## config.mk

```make
export PLATFORM = sky130hd
export DESIGN_NAME = lsw_front
export DESIGN_NICKNAME = d
export VERILOG_FILES = /design/src/core/lsw_regmem.v /design/src/core/lsw_front.v
export VERILOG_INCLUDE_DIRS = /design/src /design/src/inc
export SDC_FILE = /design/constraint.sdc
export NUM_CORES = 1
export LEC_CHECK = 0
export BUFFER_PORTS_ARGS = -buffer_cell sky130_fd_sc_hd__buf_2
export CAP_MARGIN = 10
export CORE_UTILIZATION = 60
export CTS_CLUSTER_SIZE = 20
export DETAILED_ROUTE_END_ITERATION = 8
export PLACE_DENSITY = 0.78
export SKIP_LAST_GASP = 1
export SYNTH_ARGS = -nofsm -noshare
export SYNTH_HDL_FRONTEND = slang
export SYNTH_SLANG_ARGS = --single-unit
```

## constraint.sdc

```tcl
create_clock -name CLK -period 2.3 [get_ports CLK]
set_clock_uncertainty 0.05 [all_clocks]
set_input_delay 0.115 -clock CLK [delete_from_list [all_inputs] [get_ports CLK]]
set_output_delay 0.115 -clock CLK [all_outputs]
set_load 0.03 [all_outputs]
```

## src/inc/lsw_consts.vh

```
// Constants of the lamp switch serial front end and mode supervisor.
// Assumes inclusion by its bare name from the core design files.
`ifndef LSW_CONSTS_VH
`define LSW_CONSTS_VH
`define LSW_WORD_BITS      16
`define LSW_ADDR_MSB       14
`define LSW_ADDR_LSB       10
`define LSW_WD_BIT         15
`define LSW_NUM_REGS       32
`define LSW_CTRL_ADDR      5'h00
`define LSW_CFG_ADDR       5'h01
`define LSW_DUTY_ADDR      5'h02
`define LSW_CFG_RESET      16'h0000
`define LSW_CFG_VDDFAIL    0
`define LSW_CFG_OVGATE     1
`define LSW_CFG_DIR_DIS    2
`define LSW_MODE_SLEEP     2'h0
`define LSW_MODE_NORMAL    2'h1
`define LSW_MODE_FAILSAFE  2'h2
`define LSW_MODE_FAULT     2'h3
`define LSW_CLK_MHZ        200
`define LSW_DEGLITCH_NS    1000
`define LSW_DEGLITCH_CYC   ((`LSW_DEGLITCH_NS * `LSW_CLK_MHZ) / 1000)
`define LSW_PWM_MIN_HZ     100
`define LSW_PWM_MAX_HZ     400
`define LSW_PWM_STEPS      128
`define LSW_PWM_DIV        ((`LSW_CLK_MHZ * 1000000) / (200 * 128))
`endif

```

## src/core/lsw_regmem.v

```verilog
// Register store of the serial front end: 32 words of 16 bits.
// Assumes one write port and one read port on the same clock.
`timescale 1ns/1ps
`include "lsw_consts.vh"
module lsw_regmem
#(
  parameter AW = 5,
  parameter DW = 16
)
(
  input  wire          clk,     // System clock.
  input  wire          clr,     // Clear all words to default.
  input  wire          we,      // Write strobe.
  input  wire [AW-1:0] waddr,   // Write address.
  input  wire [DW-1:0] wdata,   // Write data.
  input  wire [AW-1:0] raddr,   // Read address.
  output reg  [DW-1:0] rdata    // Registered read data.
);
  reg [DW-1:0] mem [0:(1<<AW)-1];
  genvar g;
  generate
    for (g = 0; g < (1<<AW); g = g + 1)
    begin : gw
      always @(posedge clk)
      begin
        if (clr)
          mem[g] <= `LSW_CFG_RESET;
        else if (we && waddr == g)
          mem[g] <= wdata;
      end
    end
  endgenerate
  always @(posedge clk)
  begin
    rdata <= mem[raddr];
  end
endmodule

```

## src/core/lsw_front.v

```verilog
// Serial front end and operating mode supervisor of a quad lamp switch.
// Assumes all pins but SYS_RST are asynchronous to CLK; all others but the fault flag pins are double synchronised.
// Overview of operation
// RQ1: Input bits captured on serial clock fall.
// RQ2: Sixteen bits per frame, MSB first.
// RQ3: Five-bit address field selects target register.
// RQ4: Serial output high-impedance while select high.
// RQ5: Output changes on rise, host samples fall.
// RQ6: Supply loss with detection enabled: fail-safe.
// RQ7: Strap open: watchdog on, timeout follows inputs.
// RQ8: Strap grounded: watchdog off, supply loss only.
// RQ9: Wake is OR of reset, wake, inputs.
// RQ10: Fail is supply loss or unstrapped timeout.
// RQ11: Fault ORs channel flags, undervoltage, gated overvoltage.
// RQ12: No wake means sleep, outputs off.
// RQ13: Wake without fail or fault: normal.
// RQ14: Wake, fail, no fault: fail-safe mode.
// RQ15: Fault mode: faulted outputs off, autoretry.
// RQ16: Fail-safe drives outputs from inputs, defaults.
// RQ17: Normal: serial commands, dimming 100 to 400 Hz.
// RQ18: Select rise writes word to addressed register.
// RQ19: Select fall loads status for sending.
// RQ20: Serial lines ignored while select high.
// RQ21: Direct inputs deglitched on internal clock; only wake uses the filtered inputs, fail-safe outputs follow them unfiltered.
`timescale 1ns/1ps
`include "lsw_consts.vh"
module lsw_front
#(
  parameter NCH    = 4,
  parameter FILT_N = `LSW_DEGLITCH_CYC
)
(
  input  wire           CLK,            // 200 MHz clock.
  input  wire           SYS_RST,        // Synchronous reset, high.
  input  wire           SCLK,           // Serial clock pin.
  input  wire           CS_N,           // Chip select pin, low.
  input  wire           SDI,            // Serial data in.
  output reg            SDO_O,          // Serial data out value.
  output reg            SDO_OE_N,       // Output enable, low drives.
  input  wire           RESET_IN,       // Reset/wake pin.
  input  wire           WAKE_IN,        // Wake pin.
  input  wire [NCH-1:0] DIRECT_IN,      // Direct input pins.
  input  wire           FAILSAFE_STRAP, // High when strap open.
  input  wire           VDD_FAIL,       // Logic supply lost.
  input  wire           WD_TIMEOUT,     // Watchdog timeout event.
  input  wire [NCH-1:0] OVERCURRENT_FLAG, // Per channel.
  input  wire [NCH-1:0] OVERTEMP_FLAG,  // Per channel.
  input  wire [NCH-1:0] SHORT_CIRCUIT_FLAG, // Per channel.
  input  wire           UNDERVOLTAGE_FLAG, // Undervoltage.
  input  wire           OVERVOLTAGE_FLAG,  // Overvoltage.
  output reg  [NCH-1:0] SWITCH_OUT,     // Lamp switch drives.
  output reg  [1:0]     MODE,           // Operating mode code.
  output reg            WD_ENABLE,      // Watchdog may run.
  output reg            FAULT_FLAG_PIN_N, // Fault, active low.
  output reg            RETRY_REQ       // Autoretry request.
);
  // Synchronisers: the first stage feeds only the second.
  localparam NS = 6 + NCH;
  reg [NS-1:0] s1_q;
  reg [NS-1:0] s2_q;
  always @(posedge CLK)
  begin
    s1_q <= {VDD_FAIL, WD_TIMEOUT, WAKE_IN, RESET_IN, SDI, SCLK,
             DIRECT_IN} & {NS{1'b1}};
    s2_q <= s1_q;
  end
  wire [NCH-1:0] din_s  = s2_q[NCH-1:0];
  wire           sclk_s = s2_q[NCH];
  wire           sdi_s  = s2_q[NCH+1];
  wire           rst_s  = s2_q[NCH+2];
  wire           wake_s = s2_q[NCH+3];
  wire           wdto_s = s2_q[NCH+4];
  wire           vddf_s = s2_q[NCH+5];
  reg  [1:0] cs1_q;
  reg        strap1_q;
  reg        strap2_q;
  always @(posedge CLK)
  begin
    cs1_q    <= {cs1_q[0], CS_N};
    strap1_q <= FAILSAFE_STRAP;
    strap2_q <= strap1_q;
  end
  wire cs_s = cs1_q[1];

  reg sclk_q;
  reg cs_q;
  always @(posedge CLK)
  begin
    if (SYS_RST)
    begin
      sclk_q <= 1'b0;
      cs_q   <= 1'b1;
    end
    else
    begin
      sclk_q <= sclk_s;
      cs_q   <= cs_s;
    end
  end
  wire sclk_fall = sclk_q & ~sclk_s;
  wire sclk_rise = ~sclk_q & sclk_s;
  wire cs_fall   = cs_q & ~cs_s;
  wire cs_rise   = ~cs_q & cs_s;

  // Deglitch filters on the direct inputs.
  localparam [15:0] FILT_LAST = FILT_N - 1;
  reg [NCH-1:0] in_on_q;
  genvar c;
  generate
    for (c = 0; c < NCH; c = c + 1)
    begin : gflt
      reg [15:0] cnt_q;
      always @(posedge CLK)
      begin
        if (SYS_RST)
        begin
          cnt_q      <= 16'h0000;
          in_on_q[c] <= 1'b0;
        end
        else if (din_s[c] == in_on_q[c])
          cnt_q <= 16'h0000;
        else if (cnt_q == FILT_LAST)
        begin
          cnt_q      <= 16'h0000;
          in_on_q[c] <= din_s[c]; // RQ21
        end
        else
          cnt_q <= cnt_q + 16'h0001;
      end
    end
  endgenerate

  // Shift registers and frame counter.
  reg [15:0] rx_q;
  reg [15:0] tx_q;
  reg [4:0]  bits_q;
  reg [15:0] stat_word;
  wire       frame_ok = (bits_q == 5'h10);
  always @(posedge CLK)
  begin
    if (SYS_RST)
    begin
      rx_q     <= 16'h0000;
      tx_q     <= 16'h0000;
      bits_q   <= 5'h00;
      SDO_O    <= 1'b0;
      SDO_OE_N <= 1'b1;
    end
    else if (cs_s)
    begin
      SDO_OE_N <= 1'b1; // RQ4 RQ20
      bits_q   <= 5'h00;
    end
    else if (cs_fall)
    begin
      tx_q     <= {stat_word[14:0], 1'b0}; // RQ19
      SDO_O    <= stat_word[15]; // RQ2
      SDO_OE_N <= 1'b0; // RQ4
    end
    else
    begin
      if (sclk_fall)
      begin
        rx_q <= {rx_q[14:0], sdi_s}; // RQ1 RQ2
        if (bits_q != 5'h1F)
          bits_q <= bits_q + 5'h01;
      end
      if (sclk_rise && bits_q != 5'h00)
      begin
        SDO_O <= tx_q[15]; // RQ5
        tx_q  <= {tx_q[14:0], 1'b0};
      end
    end
  end

  // Register store; a frame of other than sixteen bits is discarded.
  wire [4:0] waddr = rx_q[`LSW_ADDR_MSB:`LSW_ADDR_LSB]; // RQ3
  wire       reg_we = cs_rise & frame_ok; // RQ18 RQ2
  wire       in_fs;
  wire [15:0] cfg_rd;
  reg  [15:0] ctrl_q;
  reg  [6:0]  duty_q;
  lsw_regmem #(.AW(5), .DW(16)) u_mem
  (
    .clk   (CLK),
    .clr   (SYS_RST | in_fs), // RQ16
    .we    (reg_we),
    .waddr (waddr),
    .wdata (rx_q),
    .raddr (`LSW_CFG_ADDR),
    .rdata (cfg_rd)
  );
  // Duty has a word of its own: the address field leaves no room beside
  // the on bits for a seven-bit duty value.
  always @(posedge CLK)
  begin
    if (SYS_RST | in_fs)
    begin
      ctrl_q <= `LSW_CFG_RESET; // RQ16
      duty_q <= 7'h00;
    end
    else
    begin
      if (reg_we && waddr == `LSW_CTRL_ADDR)
        ctrl_q <= rx_q;
      if (reg_we && waddr == `LSW_DUTY_ADDR)
        duty_q <= rx_q[6:0]; // RQ17
    end
  end
  wire vddf_en = cfg_rd[`LSW_CFG_VDDFAIL];
  wire ov_gate = cfg_rd[`LSW_CFG_OVGATE];

  // Fail latch: held until a frame with the watchdog bit set, or until the strap is grounded with no enabled supply loss.
  wire fail_ev = (vddf_s & vddf_en) // RQ6 RQ8 RQ10
               | (wdto_s & strap2_q); // RQ7 RQ10
  reg  fail_q;
  always @(posedge CLK)
  begin
    if (SYS_RST)
      fail_q <= 1'b0;
    else if (fail_ev)
      fail_q <= 1'b1;
    else if (reg_we && rx_q[`LSW_WD_BIT])
      fail_q <= 1'b0;
    else if (!strap2_q && !(vddf_s & vddf_en))
      fail_q <= 1'b0; // RQ8
  end
  wire fail  = fail_q | fail_ev;
  wire [NCH-1:0] ch_fault = OVERCURRENT_FLAG | OVERTEMP_FLAG
                          | SHORT_CIRCUIT_FLAG;
  wire fault = (|ch_fault) | UNDERVOLTAGE_FLAG
             | (OVERVOLTAGE_FLAG & ov_gate); // RQ11
  wire wakeup = rst_s | wake_s | (|in_on_q); // RQ9
  assign in_fs = wakeup & fail & ~fault;

  // Dimming timebase: 128 steps at 200 Hz, inside 100 to 400 Hz.
  localparam [19:0] PWM_LAST = `LSW_PWM_DIV - 1;
  reg [19:0] div_q;
  reg [6:0]  step_q;
  always @(posedge CLK)
  begin
    if (SYS_RST)
    begin
      div_q  <= 20'h0_0000;
      step_q <= 7'h00;
    end
    else if (div_q == PWM_LAST)
    begin
      div_q  <= 20'h0_0000;
      step_q <= step_q + 7'h01; // RQ17
    end
    else
      div_q <= div_q + 20'h0_0001;
  end
  wire [6:0] duty = duty_q;
  wire       pwm_on = (duty == 7'h7F) | (step_q <= duty); // RQ17

  reg [1:0] mode_d;
  always @*
  begin
    if (!wakeup)
      mode_d = `LSW_MODE_SLEEP; // RQ12
    else if (fault)
      mode_d = `LSW_MODE_FAULT; // RQ15
    else if (fail)
      mode_d = `LSW_MODE_FAILSAFE; // RQ14
    else
      mode_d = `LSW_MODE_NORMAL; // RQ13
  end

  reg [NCH-1:0] out_d;
  always @*
  begin
    case (mode_d)
      `LSW_MODE_NORMAL:
        out_d = ctrl_q[NCH-1:0] & {NCH{pwm_on}}; // RQ17
      `LSW_MODE_FAILSAFE:
        out_d = din_s; // RQ14 RQ16
      `LSW_MODE_FAULT:
        out_d = ctrl_q[NCH-1:0] & ~ch_fault
              & {NCH{~UNDERVOLTAGE_FLAG}}; // RQ15
      default:
        out_d = {NCH{1'b0}}; // RQ12
    endcase
  end

  always @*
  begin
    stat_word = {mode_d, fail, fault, wakeup, 3'b000,
                 ch_fault, SWITCH_OUT} & 16'hFFFF;
  end

  always @(posedge CLK)
  begin
    if (SYS_RST)
    begin
      SWITCH_OUT       <= {NCH{1'b0}};
      MODE             <= `LSW_MODE_SLEEP;
      WD_ENABLE        <= 1'b0;
      FAULT_FLAG_PIN_N <= 1'b1;
      RETRY_REQ        <= 1'b0;
    end
    else
    begin
      SWITCH_OUT       <= out_d;
      MODE             <= mode_d;
      WD_ENABLE        <= strap2_q & (mode_d == `LSW_MODE_NORMAL); // RQ13
      FAULT_FLAG_PIN_N <= ~(wakeup & fault);
      RETRY_REQ        <= (mode_d == `LSW_MODE_FAULT); // RQ15
    end
  end
endmodule

```

; Yosys cells after proc, flatten, opt, wreduce, memory -nomap -nowiden
; Memories as Yosys holds them, arrays and structs flattened. A register that Yosys moved wholly into a read port is not among the register bits.
; Index checks and enable logic that the tools add are counted.
[word_totals]
inputBits = 28
wordCells = 352
mem_bits_rw = 512
ff_bits = 181
mem_count = 1
out_inout_bits = 11
[classes]
n_eq_ne = 46
reduce_logical = 56
mux = 141
add_sub_neg = 7
magnitude_cmp = 1
bitwise_logic = 70
[mem_list]
columns = name, words, width, read_ports, rd_clocked_by_memory_dff, write_ports, line
row1 = u_mem.mem, 32, 16, 1, 1, 32, lsw_regmem.v:19  ; reg [DW-1:0] mem [0:(1<<AW)-1];
[op_table]
columns = op, count
row1 = $mux W16, 34
row2 = $mux W1, 103
row3 = $eq A5 B5 Y1 const B, 17
row4 = $add A16 B1 Y16 const B, 4
row5 = $eq A16 B8 Y1 const B, 4
row6 = $eq A5 B4 Y1 const B, 8
row7 = $or A1 B1 Y1, 40
row8 = $logic_and A1 B1 Y1, 35
row9 = $add A20 B1 Y20 const B, 1
row10 = $eq A20 B13 Y1 const B, 1
row11 = $eq A5 B3 Y1 const B, 4
row12 = $and A1 B1 Y1, 12
row13 = $and A4 B4 Y4, 3
row14 = $not A1 Y1, 12
row15 = $pmux W4 S3, 1
row16 = $reduce_or A3 Y1, 4
row17 = $eq A5 B2 Y1 const B, 2
row18 = $reduce_and A2 Y1, 5
row19 = $or A4 B4 Y4, 2
row20 = $reduce_or A4 Y1, 2
row21 = $add A7 B1 Y7 const B, 1
row22 = $eq A7 B7 Y1 const B, 1
row23 = $le A7 B7 Y1, 1
row24 = $mux W2, 3
row25 = other kinds (14), 21

; Longest topological paths before layout
[logic_depth]
depth_word = 11
ltp_mapped = 7
depth_no_buf = 7

; By module
; Synthesis repeated with hierarchy kept, for this count alone.
[hier_totals]
cells_unflattened = 2564
hier_area_um2 = 31627.8
[by_module_without_submodules]
columns = module, area_per_inst_um2, n_inst, cells_each, seq_area_each_um2
row1 = lsw_regmem, 24364.6, 1, 1789, 15695.1
row2 = lsw_front, 7263.2, 1, 775, 3603.5

; Least setup slack after synthesis
; No wires, ideal clock.
[synth_path]
path_type = register -> register
start = reg bits_q[0]
end = mem u_mem.mem[1][0] (enable)
period_less_slack_ps = 1953
t_required_ps = 1952
path_buffers = 0
path_stages_with_launch = 7
setup_slack_ps = 347
setup_ps = 298
t_arrival_ps = 1605
path_cell_list = dfxtp_1 -> inv_1 -> ha_1 -> or3b_4 -> or2_1 -> nor4bb_1 -> nand2b_1
[synth_rtl]
columns = item, line
row1 = from (decl), lsw_front.v:136  ; reg [4:0] bits_q;
row2 = from (signal assigned), lsw_front.v:166  ; bits_q <= bits_q + 5'h01;
row3 = to (decl), lsw_regmem.v:19

==> summary.md <==
| Metric | Value |
|---|---|
| Power Total | 0.006330 W |
| Core outline area | 0.01196 mm² |
| Maximum Capacitance Violations | 0 |
| Top_reg_cell synth | dfxtp_1 |
| All-Layer GR Usage | 0.2339 |
| Critical-path maximum fanout | 4 |
| H-tree depth | 4 |
| DRC | 0 |
| Fin crit share | 0.9182 |
| Slowest CP cell | or3b_4 |
| Critical Path RT | 2.38 ns |
| CTS clk-pin slew, worst paths | roughly 0.06 ns |
| DRT Pass-1 Iters | 4 |
| Vias per cell | 5.435 |
| Syn Area/Cell | 9.331 µm² |
| Register area share after synthesis | 0.5049 |
| Fin. max-slew vios | 0 |
| Detailed-route via count | roughly 5500 |
| Crit. End Element | flip-flop |
| Die Area | 0.01267 mm² |
| Clock Power Share | 0.445 |
| EDFF count, synth | 2 |
| Pre-CTS WS | just over 0.2 ns |
| Met2 Usage GRT | 0.4198 |
| Syn nets | 830 |
| CTS tree | built |
| Total gr overflow | 0 |
| N_diodes | 0 |
| Switch Pwr | 0.001284 W |
| CTS root buf | clkbuf_16 |
| Max stage delay on crit path | roughly 0.4 ns |
| Setup ws final | 0.1881 ns |
| Largest buffer count on any clock path | 2 |
| Min-delay worst type | primary input to flip-flop |
| GPL Wtd Cong | between 0.8 and 0.9 |
| Met1 GRT Util | 0.2648 |
| Largest net degree at the start of global routing | 24 |
| Cell Area, Synth | 0.007335 mm² |
| Largest cells by area after synthesis | dfxtp_1 (50%), nor2_1 (7.6%), xor2_1 (5.6%), xnor2_1 (4.8%), nand2_1 (3.7%) |
| Critical path cell sequence | inv_1, ha_1, or3b_4, or2_1, nor4bb_1, nand2b_1 |
| Max-slew headroom | 0.6045 |
| Die Height | between 100 and 150 µm |
| Core Rows | 40 |
| Drt total wl | 13690 µm |
| Met3 Resource Use GR | 0.06048 |
| Achievable Freq | 473.5 MHz |
| Synth unique cells | 52 |
| Seq pwr share | 0.520 |
| Cts bufs inserted | 17 |
| Switching Fraction | 0.2028 |
| Dpl cells | 963 |
| DIE WIDTH | 112.6 µm |
| Fin cells | 1006 |
| Fin Setup TNS | 0 ns |
| Post-synthesis async set-or-reset flop share | 0 |
| Fin nets | 891 |
| Syn Inst Count | slightly below 800 |
| Cell leakage power | around 3.3 nW |
| Synth area leader | dfxtp_1 |
| Fraction of layout cells with a size suffix above 1 | 0.1071 |
| Worst IR drop on VDD | 550.2 µV |
| Flop and latch count out of synthesis | 184 |
| Yosys warning total | 0 |
| Final Util | 0.7012 |
| Minimum clock period | 2.112 ns |
| Antenna-violating nets left | 0 |
| Initial antenna violation count | 0 |
| Starting Density | 0.6132 |
| IO Port Bufs | 38 |
| Post-DP HPWL | 9814 µm |
| Power Dens Cells | around 750 mW/mm² |
| Wire per inst | around 14 µm |
| # fillers | 915 |
| Final setup vio count | 0 |
| CP arrival | ~2.2 ns |
| # IOs | 39 |
| RSZ-0062 raised after global routing | false |
| Synth top area share | 0.4968 |
| Vias in the first global route | roughly 5400 |
| First-pass GRT wire length | 23740 µm |
| Startpoint types | flip-flop |
| Hold Vio Cnt, Final | 0 |
| Gr busiest metal | met2 |
| Comb pwr share | 0.035 |
| Initial drt markers | 224 |
| # clock sinks | 184 |
| R2R setup slack | 0.19 ns |
| CP Class | flip-flop to flip-flop |
| Clk_lat worst skew | about 0.42 ns |
| Worst-margin pin slew | 0.5932 ns |
| Internal Power | 0.005046 W |
| Area Growth Syn to Fin | 14.35% |
| Status | completed |
==> sequential cells by signal (all words and copies together), names as in the netlist, 4 cells and up <==
name,cells
SWITCH_OUT,4
bits_q,5
ctrl_q,4
div_q,20
duty,7
gflt.cnt_q,64
in_on_q,4
rx_q,16
s1_q,10
s2_q,10
step_q,7
tx_q,15
==> cell type report <==
class / count / area [µm²] / share of cell area
Clock inverter: 8 / 121.4 / 0.01447
Multi-Input combinational cell: 561 / 3443 / 0.4106
Clock buffer: 23 / 447.9 / 0.05341
Tap cell: 147 / 183.9 / 0.02193
Sequential cell: 184 / 3704 / 0.4416
Timing Repair Buffer: 64 / 415.4 / 0.04953
Inverter: 19 / 71.32 / 0.008504
==> metrics by stage <==
stage	instance area, µm²	hold WS (ns)
after floorplan	7335	0.09272
final	8387	0.02943
after global routing	8387	0.03491
after CTS	8387	0.005596
after detailed placement	7697	0.1686
after global placement	7697	0.1667
==> logic make-up after synthesis <==
kind of cell | synth area share
compound gates | 0.05357
xor+xnor | 0.1039
simple gates | 0.2402
fa+ha+maj | 0.02729
buf+inv | 0.02559
flops | 0.5049
mux | 0.04452
==> power groups by stage <==
stage | registers, W | logic, W | clock network [W]
6_report | 0.00329 | 0.000221 | 0.00282
5_1_grt | 0.00330 | 0.000243 | 0.00303
4_1_cts | 0.00329 | 0.000223 | 0.00287
3_5_place_dp | 0.00336 | 0.000205 | 0
3_3_place_gp | 0.00336 | 0.000196 | 0
2_1_floorplan | 0.00336 | 0.000128 | 0
==> critical path, delay by kind of cell, from the launching register on <==
kind / cells / cell delay, ns
flops: 1 / 0.34
simple gates: 4 / 1.25
buf+inv: 1 / 0.07
fa+ha+maj: 1 / 0.12
==> cells in the mapped netlist, types with 17 or more instances <==
library cell	instances
inv_1	19
nand2_1	73
mux2i_1	27
nand4_1	22
a21oi_1	23
xnor2_1	40
nand3_1	32
nor2_1	149
nor3_1	29
and3_1	17
dfxtp_1	182
xor2_1	47
==> timing repair <==
item / in CTS / in global routing
setup buffers: 0 / 0
setup endpoints to repair: 0 / 0
hold buffers: 12 / 0
hold endpoints to repair: 12 / 0
resized for setup: 0 / 0
==> path summary, 6_finish.rpt <==
path | endpoint | startpoint | depth (start not counted)
worst max-delay path | u_mem.mem[1][1] | bits_q[0] | 6
worst min-delay path | tx_q[6] | OVERCURRENT_FLAG[1] | 3
worst max register to register | u_mem.mem[1][1] | bits_q[0] | 6
worst min register to register | s2_q[9] | s1_q[9] | 0
==> routing by layer <==
metal | routed length [µm] | part of all wire
met1 | 6048 | 0.44
met2 | 7065 | 0.52
met3 | 356 | 0.026
met4 | 216 | 0.016
met5 | 0 | 0
==> cells in the final DEF (no fill, tap or decap), types with 4 or more instances in the layout <==
master | synthesis | layout
a211o_1 | 5 | 5
a211oi_1 | 7 | 7
a211oi_2 | 4 | 4
a21oi_1 | 23 | 23
and3_1 | 17 | 17
and4_1 | 8 | 8
buf_2 | 3 | 38
buf_4 | 3 | 14
clkbuf_1 | 13 | 6
clkbuf_16 | 0 | 17
dfxtp_1 | 182 | 182
dlygate4sd3_1 | 0 | 12
ha_1 | 16 | 16
inv_1 | 19 | 19
mux2_1 | 4 | 4
mux2i_1 | 27 | 27
nand2_1 | 73 | 73
nand2b_1 | 5 | 5
nand3_1 | 32 | 32
nand4_1 | 22 | 22
nor2_1 | 149 | 149
nor3_1 | 29 | 29
nor4_1 | 12 | 12
xnor2_1 | 40 | 40
xor2_1 | 47 | 47
No activity file was read; power rests on OpenSTA's default activity.
